$ cat config.mk
export PLATFORM = sky130hd
export DESIGN_NAME = cfg_word_loader
export DESIGN_NICKNAME = d
export VERILOG_FILES = /design/src/core/cfg_loader_pkg.sv /design/src/core/cfg_link_sync.sv /design/src/core/cfg_word_loader.sv
export VERILOG_INCLUDE_DIRS = /design/src /design/src/core
export SDC_FILE = /design/constraint.sdc
export NUM_CORES = 1
export LEC_CHECK = 0
export ABC_AREA = 1
export BUFFER_PORTS_ARGS = -buffer_cell sky130_fd_sc_hd__buf_2
export CORE_ASPECT_RATIO = 1.75
export CORE_MARGIN = 10
export CORE_UTILIZATION = 30
export DETAILED_ROUTE_END_ITERATION = 16
export PLACE_DENSITY_LB_ADDON = 0.12
export SLEW_MARGIN = 20
export SYNTH_ARGS = -nofsm -noshare
export SYNTH_HDL_FRONTEND = slang
export SYNTH_SLANG_ARGS = --single-unit
$ cat constraint.sdc
create_clock -name pclk -period 1.8 [get_ports pclk]
set_clock_uncertainty 0.2 [all_clocks]
set_input_delay 0.27 -clock pclk [delete_from_list [all_inputs] [get_ports pclk]]
set_output_delay 0.27 -clock pclk [all_outputs]
set_load 0.05 [all_outputs]
$ cat src/core/cfg_loader_map.svh
// Offsets, field positions, reset values and the bit-count width of the loader.
`ifndef CFG_LOADER_MAP_SVH
`define CFG_LOADER_MAP_SVH
`define CFG_WORD_BITS 18
`define CFG_WORD_RESET 18'h10f04
`define CFG_BIT_CRC_LEN 17
`define CFG_BIT_CRC_EN 16
`define CFG_BIT_RSVD_HI 15
`define CFG_BIT_MODE 14
`define CFG_BIT_RATE 13
`define CFG_XTAL_HI 12
`define CFG_XTAL_LO 10
`define CFG_PWR_HI 9
`define CFG_PWR_LO 8
`define CFG_CHAN_HI 7
`define CFG_CHAN_LO 1
`define CFG_BIT_RSVD_LO 0
`define CFG_XTAL_16MHZ 3'h3
`define CFG_XTAL_MAX 3'h4
`define CFG_FREQ_BASE_MHZ 12'h960
`define CFG_REG_CONFIG 12'h000
`define CFG_REG_PENDING 12'h004
`define CFG_REG_STATUS 12'h008
`define CFG_REG_FREQ 12'h00c
`define CFG_CNT_BITS 5
`endif

$ cat src/core/cfg_loader_pkg.sv
// Types shared by the configuration word loader.
`default_nettype none
package cfg_loader_pkg;
   typedef logic [17:0] cfg_word_t;
   typedef enum logic [2:0] {
      crc_off = 3'b001,
      crc_8 = 3'b010,
      crc_16 = 3'b100
   } crc_mode_e;
endpackage
`default_nettype wire

$ cat src/core/cfg_link_sync.sv
// Two-flop synchroniser for the three configuration pins, with edge finders on select and clock.
`include "cfg_loader_map.svh"
`default_nettype none
module cfg_link_sync (
   input wire logic pclk,
   input wire logic presetn,
   input wire logic sel_pin,
   input wire logic clk_pin,
   input wire logic data_pin,
   output logic sel_lvl,
   output logic sel_rise,
   output logic sel_fall,
   output logic clk_rise,
   output logic data_lvl
);
   logic [2:0] meta_q;
   logic [2:0] sync_q;
   logic [1:0] prev_q;

   always_ff @(posedge pclk or negedge presetn) begin
      if (!presetn) begin
         meta_q <= 3'h0;
         sync_q <= 3'h0;
         prev_q <= 2'h0;
      end else begin
         meta_q <= {data_pin, clk_pin, sel_pin};
         sync_q <= meta_q;
         prev_q <= sync_q[1:0];
      end
   end

   assign sel_lvl = sync_q[0];
   assign data_lvl = sync_q[2];
   assign sel_rise = sync_q[0] & ~prev_q[0];
   assign sel_fall = ~sync_q[0] & prev_q[0];
   assign clk_rise = sync_q[1] & ~prev_q[1];
endmodule
`default_nettype wire

$ cat src/core/cfg_word_loader.sv
// Serial loader for the transmitter configuration word, with APB view.
//
// The placing of the registers and the APB interface to the registers were chosen for this implementation.
`include "cfg_loader_map.svh"
`default_nettype none
module cfg_word_loader #(
   parameter int WORD_BITS = `CFG_WORD_BITS
) (
   input wire logic pclk,
   input wire logic presetn,
   input wire logic psel,
   input wire logic penable,
   input wire logic pwrite,
   input wire logic [11:0] paddr,
   input wire logic [31:0] pwdata,
   output logic [31:0] prdata,
   output logic pready,
   output logic pslverr,
   input wire logic config_select,
   input wire logic shift_clock,
   input wire logic config_data,
   input wire logic radio_power_on,
   input wire logic tx_activate,
   output logic crc_length_sel,
   output logic crc_gen_enable,
   output logic comm_mode_sel,
   output logic rf_rate_sel,
   output logic [2:0] crystal_freq_sel,
   output logic [1:0] output_power_sel,
   output logic [6:0] channel_number,
   output logic config_error
);
   localparam logic [17:0] reset_word = `CFG_WORD_RESET;

   logic sel_lvl, sel_rise, sel_fall, clk_rise, data_lvl;
   logic [1:0] pwr_meta_q, pwr_q;
   cfg_loader_pkg::cfg_word_t active_q;
   cfg_loader_pkg::cfg_word_t shift_q;
   logic [`CFG_CNT_BITS-1:0] count_q;
   logic overflow_q;
   logic conflict_q;
   logic [7:0] loads_q;
   cfg_loader_pkg::crc_mode_e crc_mode;

   cfg_link_sync u_sync (
      .pclk(pclk),
      .presetn(presetn),
      .sel_pin(config_select),
      .clk_pin(shift_clock),
      .data_pin(config_data),
      .sel_lvl(sel_lvl),
      .sel_rise(sel_rise),
      .sel_fall(sel_fall),
      .clk_rise(clk_rise),
      .data_lvl(data_lvl)
   );

   // Mask of the low n bits; bits above the shifted count keep old values.
   function automatic cfg_loader_pkg::cfg_word_t low_mask(
      input logic [`CFG_CNT_BITS-1:0] n);
      cfg_loader_pkg::cfg_word_t m;
      m = '0;
      for (int i = 0; i < WORD_BITS; i++) begin
         if (i < int'(n)) begin
            m[i] = 1'b1;
         end
      end
      return m;
   endfunction

   always_ff @(posedge pclk or negedge presetn) begin
      if (!presetn) begin
         pwr_meta_q <= 2'h0;
         pwr_q <= 2'h0;
      end else begin
         pwr_meta_q <= {tx_activate, radio_power_on};
         pwr_q <= pwr_meta_q;
      end
   end

   // Shift register and count of bits taken in this select period.
   always_ff @(posedge pclk or negedge presetn) begin
      if (!presetn) begin
         shift_q <= '0;
         count_q <= '0;
         overflow_q <= 1'b0;
      end else if (sel_rise) begin
         shift_q <= '0;
         count_q <= '0;
         overflow_q <= 1'b0;
      end else if (sel_lvl && clk_rise) begin
         shift_q <= {shift_q[16:0], data_lvl};
         if (int'(count_q) < WORD_BITS) begin
            count_q <= count_q + 5'h01;
         end else begin
            overflow_q <= 1'b1;
         end
      end
   end

   // Commit at select fall. Retention relies on no reset other than presetn.
   always_ff @(posedge pclk or negedge presetn) begin
      if (!presetn) begin
         active_q <= reset_word;
      end else if (sel_fall) begin
         active_q <= (active_q & ~low_mask(count_q)) |
                     (shift_q & low_mask(count_q));
      end
   end

   // Sticky error: select with activate high or power off; overlong load is held only until the next select rise.
   always_ff @(posedge pclk or negedge presetn) begin
      if (!presetn) begin
         conflict_q <= 1'b0;
      end else if (sel_lvl && (pwr_q[1] || !pwr_q[0])) begin
         conflict_q <= 1'b1;
      end else if (psel && penable && pwrite &&
                   paddr == `CFG_REG_STATUS && pwdata[0]) begin
         conflict_q <= 1'b0;
      end
   end

   always_ff @(posedge pclk or negedge presetn) begin
      if (!presetn) begin
         loads_q <= 8'h00;
      end else if (sel_fall) begin
         loads_q <= loads_q + 8'h01;
      end
   end

   always_comb begin
      if (!active_q[`CFG_BIT_CRC_EN]) begin
         crc_mode = cfg_loader_pkg::crc_off;
      end else if (active_q[`CFG_BIT_CRC_LEN]) begin
         crc_mode = cfg_loader_pkg::crc_16;
      end else begin
         crc_mode = cfg_loader_pkg::crc_8;
      end
   end

   // Field outputs; CRC is forced off in direct mode.
   always_ff @(posedge pclk or negedge presetn) begin
      if (!presetn) begin
         crc_length_sel <= reset_word[`CFG_BIT_MODE] &
                           reset_word[`CFG_BIT_CRC_LEN];
         crc_gen_enable <= reset_word[`CFG_BIT_MODE] &
                           reset_word[`CFG_BIT_CRC_EN];
         comm_mode_sel <= reset_word[`CFG_BIT_MODE];
         rf_rate_sel <= reset_word[`CFG_BIT_RATE];
         crystal_freq_sel <= reset_word[`CFG_XTAL_HI:`CFG_XTAL_LO];
         output_power_sel <= reset_word[`CFG_PWR_HI:`CFG_PWR_LO];
         channel_number <= reset_word[`CFG_CHAN_HI:`CFG_CHAN_LO];
         config_error <= 1'b0;
      end else begin
         crc_length_sel <= active_q[`CFG_BIT_MODE] &
                           (crc_mode == cfg_loader_pkg::crc_16);
         crc_gen_enable <= active_q[`CFG_BIT_MODE] &
                           (crc_mode != cfg_loader_pkg::crc_off);
         comm_mode_sel <= active_q[`CFG_BIT_MODE];
         rf_rate_sel <= active_q[`CFG_BIT_RATE];
         crystal_freq_sel <= active_q[`CFG_XTAL_HI:`CFG_XTAL_LO];
         output_power_sel <= active_q[`CFG_PWR_HI:`CFG_PWR_LO];
         channel_number <= active_q[`CFG_CHAN_HI:`CFG_CHAN_LO];
         // Flags settings the radio cannot honour, such as 1 Mbps on a
         // crystal other than 16 MHz or an undefined crystal code.
         config_error <= conflict_q | overflow_q |
            (active_q[`CFG_BIT_RATE] &&
             active_q[`CFG_XTAL_HI:`CFG_XTAL_LO] != `CFG_XTAL_16MHZ) |
            (active_q[`CFG_XTAL_HI:`CFG_XTAL_LO] > `CFG_XTAL_MAX);
      end
   end

   // APB slave: zero wait states, writes only to STATUS (bit 0 clears conflict), unmapped reads error.
   always_ff @(posedge pclk or negedge presetn) begin
      if (!presetn) begin
         prdata <= 32'h0;
         pready <= 1'b0;
         pslverr <= 1'b0;
      end else begin
         pready <= psel & ~penable;
         pslverr <= 1'b0;
         prdata <= 32'h0;
         if (psel && !penable && !pwrite) begin
            unique case (paddr)
               `CFG_REG_CONFIG: prdata <= {14'h0, active_q};
               `CFG_REG_PENDING: prdata <= {9'h0, count_q, shift_q};
               `CFG_REG_STATUS: prdata <= {loads_q, 20'h0, overflow_q,
                                           conflict_q, sel_lvl, config_error};
               `CFG_REG_FREQ: prdata <= {20'h0, `CFG_FREQ_BASE_MHZ +
                                   {5'h0, active_q[`CFG_CHAN_HI:`CFG_CHAN_LO]}};
               default: pslverr <= 1'b1;
            endcase
         end else if (psel && !penable && pwrite &&
                      paddr != `CFG_REG_STATUS) begin
            pslverr <= 1'b1;
         end
      end
   end
endmodule
`default_nettype wire

### Word level (Yosys, flattened, before mapping)

Index checks and enable logic that the tools add are counted.

| storage, ports and cells | value |
|---|---|
| flip-flop bits (word level) | 114 |
| output and inout port bits | 51 |
| logic and storage cells | 145 |

| operators by class | value |
|---|---|
| muxes and demuxes | 53 |
| magnitude comparators | 20 |
| equal/unequal tests | 8 |
| bitwise gates (word level) | 17 |
| add/subtract/negate cells | 3 |
| reductions and logical operators | 22 |

Operators with widths:

| operator | number |
|---|---|
| 32-bit case mux with 4 select lines | 1 |
| 1-bit 2-to-1 mux | 44 |
| 4-bit by 5-bit less-than comparator with 1-bit output (first input constant) | 8 |
| 18-bit AND | 2 |
| 18-bit 2-to-1 mux | 2 |
| 32-bit 2-to-1 mux | 1 |
| 12-bit by 4-bit == test with 1-bit output (second input constant) | 2 |
| 3-bit by 5-bit less-than comparator with 1-bit output (first input constant) | 4 |
| 18-bit NOT | 1 |
| 18-bit OR | 1 |
| 5-bit 2-to-1 mux | 3 |
| 12-bit by 7-bit adder with 12-bit output (first input constant) | 1 |
| 12-bit by 3-bit == test with 1-bit output (second input constant) | 1 |
| 12-bit zero test | 1 |
| 12-bit by 4-bit inequality test with 1-bit output (second input constant) | 1 |
| 1-bit logical AND | 11 |
| 1-bit by 5-bit less-than comparator with 1-bit output (first input constant) | 2 |
| 2-bit by 5-bit less-than comparator with 1-bit output (first input constant) | 2 |
| 5-bit less-than comparator (first input constant) | 2 |
| 8-bit by 1-bit adder with 8-bit output (second input constant) | 1 |
| 1-bit AND | 6 |
| 3-bit 2-to-1 mux | 2 |
| 2-bit nonzero test | 3 |
| 5-bit by 1-bit adder with 5-bit output (second input constant) | 1 |
| other kinds (12) | 20 |

### Logic depth before layout (Yosys ltp)

| depth | value |
|---|---|
| depth after elaboration | 6 |
| gate-level depth with buffers | 10 |

### By module

A second synthesis with hierarchy kept.

| second synthesis, totals | value |
|---|---|
| cell total of the unflattened synthesis | 479 |
| area, all modules | 4636.9 µm² |

Modules (own cells, without submodules):

| module | sequential area each (µm²) | instances | cells an instance | area an instance (µm²) |
|---|---|---|---|---|
| cfg_word_loader | 2641.3 | 1 | 465 | 4414.2 |
| cfg_link_sync | 200.2 | 1 | 14 | 222.7 |

### Worst setup path before layout

OpenSTA, ideal clock, no wires.

| path | value |
|---|---|
| kind | input to register |
| start | in paddr[11] |
| end | reg prdata[10] |
| slack | 0.293 ns |
| data arrival time | 1.239 ns |
| stages | 9 |
| path buffers | 2 |
| cell sequence | nor2_1 nand2_1 nor2_2 buf_4 o21ai_2 nand2_2 nand2_4 buf_12 nor2_4 |

| on the way | value |
|---|---|
| cells in the longest elaborated chain, start to end | 3 |
| elaborated cells between the ends (all ways) | 6 |
| those cells by class | 3 x eq/ne; 2 x mux; 1 x reduce/logical |

RTL lines:

| element | RTL line | RTL |
|---|---|---|
| from (decl) | cfg_word_loader.sv:14 | `input wire logic [11:0] paddr,` |
| 12-bit by 4-bit == test with 1-bit output, or another cell as far along | cfg_word_loader.sv:184 | `unique case (paddr)` |
| 32-bit case mux with 4 select lines * | cfg_word_loader.sv:184 |  |
| 32-bit 2-to-1 mux * | cfg_word_loader.sv:183 | `if (psel && !penable && !pwrite) begin` |
| to (signal assigned) | cfg_word_loader.sv:185 | `` `CFG_REG_CONFIG: prdata <= {14'h0, active_q}; `` |
| to (signal assigned) | cfg_word_loader.sv:186 | `` `CFG_REG_PENDING: prdata <= {9'h0, count_q, shift_q}; `` |
| to (signal assigned) | cfg_word_loader.sv:187 | `` `CFG_REG_STATUS: prdata <= {loads_q, 20'h0, overflow_q, `` |
| to (decl) | cfg_word_loader.sv:16 | `output logic [31:0] prdata,` |

Mark *: on every way between the ends. The rest lies on a longest branch, timed or not.
A chain may end at the register's enable or synchronous reset.

### Worst setup path after layout

| path | value |
|---|---|
| start | in psel |
| end | reg pslverr |

| on the way | value |
|---|---|
| cells in the longest elaborated chain, start to end | 5 |
| elaborated cells between the ends (all ways) | 6 |
| those cells by class | 2 x mux; 4 x reduce/logical |

RTL lines:

| element | RTL line | RTL |
|---|---|---|
| from (decl) | cfg_word_loader.sv:11 | `input wire logic psel,` |
| 1-bit logical AND * | cfg_word_loader.sv:183, cfg_word_loader.sv:193 |  |
| 1-bit logical AND | cfg_word_loader.sv:193 | `end else if (psel && !penable && pwrite &&` |
| 1-bit logical AND (no line) | -- |  |
| 1-bit 2-to-1 mux | cfg_word_loader.sv:193 |  |
| 1-bit 2-to-1 mux * | cfg_word_loader.sv:183 |  |
| to (signal assigned) | cfg_word_loader.sv:181 | `pslverr <= 1'b0;` |
| to (signal assigned) | cfg_word_loader.sv:191 | `default: pslverr <= 1'b1;` |
| to (signal assigned) | cfg_word_loader.sv:195 | `pslverr <= 1'b1;` |
| to (decl) | cfg_word_loader.sv:18 | `output logic pslverr,` |

Marked as above.

==> impl_results.md <==
- Worst path max stage delay: 540 ps
- Share of cells above drive strength 1: 0.294
- Post-synthesis compound-gate area fraction: 0.0896
- Largest family of logic cells by synthesized area: simple AND/OR/NAND/NOR gates
- Global-route usage over all layers: 0.121
- Worst hold path type: primary input to register
- Synth Flop Type: dfrtp_1
- Crit path max fanout: 2
- Synth Area in XOR/XNOR: 0.0130
- Dpl hpwl: 9030 um
- Cell repeated most along the worst path: dlygate4sd3_1
- Nets: 640
- Flops & latches, synth: 113
- Synth warn: 0
- Initial DRC Count: 166
- Grt ovf: 0
- Clk buf depth: 2
- Crit end category: register
- DIE AREA: 0.0213 mm^2
- Clock transition at the registers of the reported paths: 50 ps
- Vias: 3,576
- Multiplexer share of the synthesized area: 0
- Ys async rst share: 1.00
- Register area: 0.00284 mm^2
- Max capacitance violation total: 0
- Top post-synthesis cells by area: dfrtp_1 54%, dfstp_2 6.1%, nand2_1 4.6%
- Hold depth: 4
- Post-Layout Cell Count: 782
- Initial core utilization: 0.307
- F_max: 607 MHz
- Detailed-route DRC error count: 0
- Max IR drop VDD: 0.655 mV
- Multi-input combinational cell area: 0.00155 mm^2
- Antenna violations before repair: 0
- Path depth of the worst reg2reg path: 6
- Fill cell count: 1,513
- Top-area cell type share of the netlist area: 0.541
- Crit path kind: primary input to register
- Later-pin clock latency in the skew report: 410 ps
- Num rows: 60
- Critical Path AT: 1730 ps
- Max Slew Vio Count: 0
- LEAKAGE: 2.92 nW
- Unrepaired setup endpoints after global routing: true
- Levels on crit path: 7
- Yosys top cell by area: dfrtp_1
- Unique masters post-synth: 35
- Routability Congestion: 0.852
- Die width: 115 um
- Post-Syn Instances: 473
- PwrDens: 1190 mW/mm^2
- Core area: 0.0154 mm^2
- First-pass DRT Iterations: 6
- Placed cells: 739
- CTS H-tree lvls: 4
- First-pass GRT wire length: 20,000 um
- Commonest cells after routing, fill and taps aside: 102 x dfrtp_1, 71 x buf_2, 58 x nand2_1
- Root Buffer: clkbuf_16
- Largest net degree at the start of global routing: 59
- Synth Cell Area: 0.00472 mm^2
- Register area share after synthesis: 0.602
- WL/cell: 15.5 um
- Number of synthesized flops with an enable pin: 0
- Final Critical Period: 1650 ps
- I/O Pins: 105
- Tot Pwr: 7.43 mW
- Die height: 186 um
- ANT nets after route: 0
- Startpoint class of the critical path: primary input
- Final Setup Violations: 0
- Port buffer count: 72
- Total Wirelength: 12,100 um
- Adder-cell share of the synthesized area: 0.00795
- CTS tree: done
- Clk sink count: 113
- Crit-path cells: dlygate4sd3_1 -> buf_2 -> nand2_1 -> dlygate4sd3_1 -> inv_1 -> nand3_1 -> o21ai_0
- Commonest non-fill, non-tap cell in the layout: dfrtp_1
- Slowest CP cell: dlygate4sd3_1
- Final Cycle Share: 0.915
- Area Growth Syn to Fin: 31.9%
- Diode count: 0
- Outcome: complete, no violations
- Final hold vios: 0
- Syn Area/Cell: 9.98 um^2
- Buf/Inv on CP: 4
- Simple-gate share of the synthesized area: 0.215
- Number of global-route vias before repair: 3,881
- Synthesized Nets: 530
- WP data required: 1880 ps
- CTS buffer count: 17
- Vias/cell: 4.57
- Cell family with most CP delay: buffers and inverters
[layout make-up]
cell class / count / area share
flip-flops and latches: 113 / 0.456
well taps: 186 / 0.0374
clock inverters: 8 / 0.0273
multi-input cells: 286 / 0.250
clock buffers: 24 / 0.0838
inverters: 59 / 0.0360
repair buffers: 106 / 0.110
[synth_stat cells, drive strengths merged (2+ instances only)]
cell,n
a21oi,14
buf,12
clkbuf,3
dfrtp,102
dfstp,11
ha,3
inv,59
nand2,66
nand3,44
nand4,6
nor2,69
nor3,18
o21ai,42
o31ai,2
o32ai,10
xor2,7
[stage by stage]
| step | setup TNS, ps | instance area, um^2 | hold slack (ps) | util | worst slack [ps] |
|---|---|---|---|---|---|
| after floorplan | 0 | 4720 | -226 | - | 293 |
| after global placement | 0 | 5410 | -123 | 0.352 | 18.6 |
| after detailed placement | 0 | 5410 | -122 | 0.352 | 11.3 |
| after CTS | 0 | 6210 | 30.0 | 0.404 | 5.13 |
| after global routing | -15.0 | 6230 | 82.1 | 0.405 | -15.0 |
| final | 0 | 6230 | 40.9 | 0.405 | 152 |
[worst paths after layout]
path	start	end	slack (ps)
setup reg to reg	u_sync.prev_q[0]$_DFF_PN0_	loads_q[6]$_DFFE_PN0P_	170
hold reg to reg	pwr_meta_q[0]$_DFF_PN0_	pwr_q[0]$_DFF_PN0_	160
setup / recovery	psel	pslverr$_DFF_PN0_	150
min in group asynchronous	presetn	u_sync.meta_q[1]$_DFF_PN0_	210
hold / removal	penable	conflict_q$_DFFE_PN0P_	40
max in group asynchronous	presetn	prdata[29]$_DFF_PN0_	740
[metal layers]
layer	global-route usage	routed length (um)	up-vias
li1	-	-	1768
met1	0.119	4460	1725
met2	0.218	6770	66
met3	0.0364	557	17
met4	0.0656	345	0
met5	0	0	-
[cells by family (layout without fill, tap and decap cells)]
| group | Yosys count | in the layout |
|---|---|---|
| xor+xnor | 7 | 7 |
| compound gates | 72 | 72 |
| buf+inv | 74 | 197 |
| simple gates | 203 | 203 |
| fa+ha+maj | 3 | 3 |
| flops | 113 | 113 |
| other cells | 1 | 1 |
[worst register-to-register path, cell delays in order (launching register included)]
cell     delay [ps]
dfrtp_1         420
inv_1           110
nor2_4          200
nand2_1         160
nor3_4          170
nand3_1         110
xor2_1          160
[where the power goes]
part	total, mW	internal, mW	leakage [nW]	switching, mW
combinational	0.684	0.204	1.11	0.480
sequential	2.89	2.75	1.48	0.145
clock	3.86	2.71	0.335	1.15
total	7.43	5.66	2.92	1.77
[what timing repair did]
action                     CTS  global route
hold buffers                11             0
setup endpoints to repair    0             4
setup buffers                0             0
hold endpoints to repair   123             0
gates resized for setup      0             3
Power figures use the tool's default switching activity.
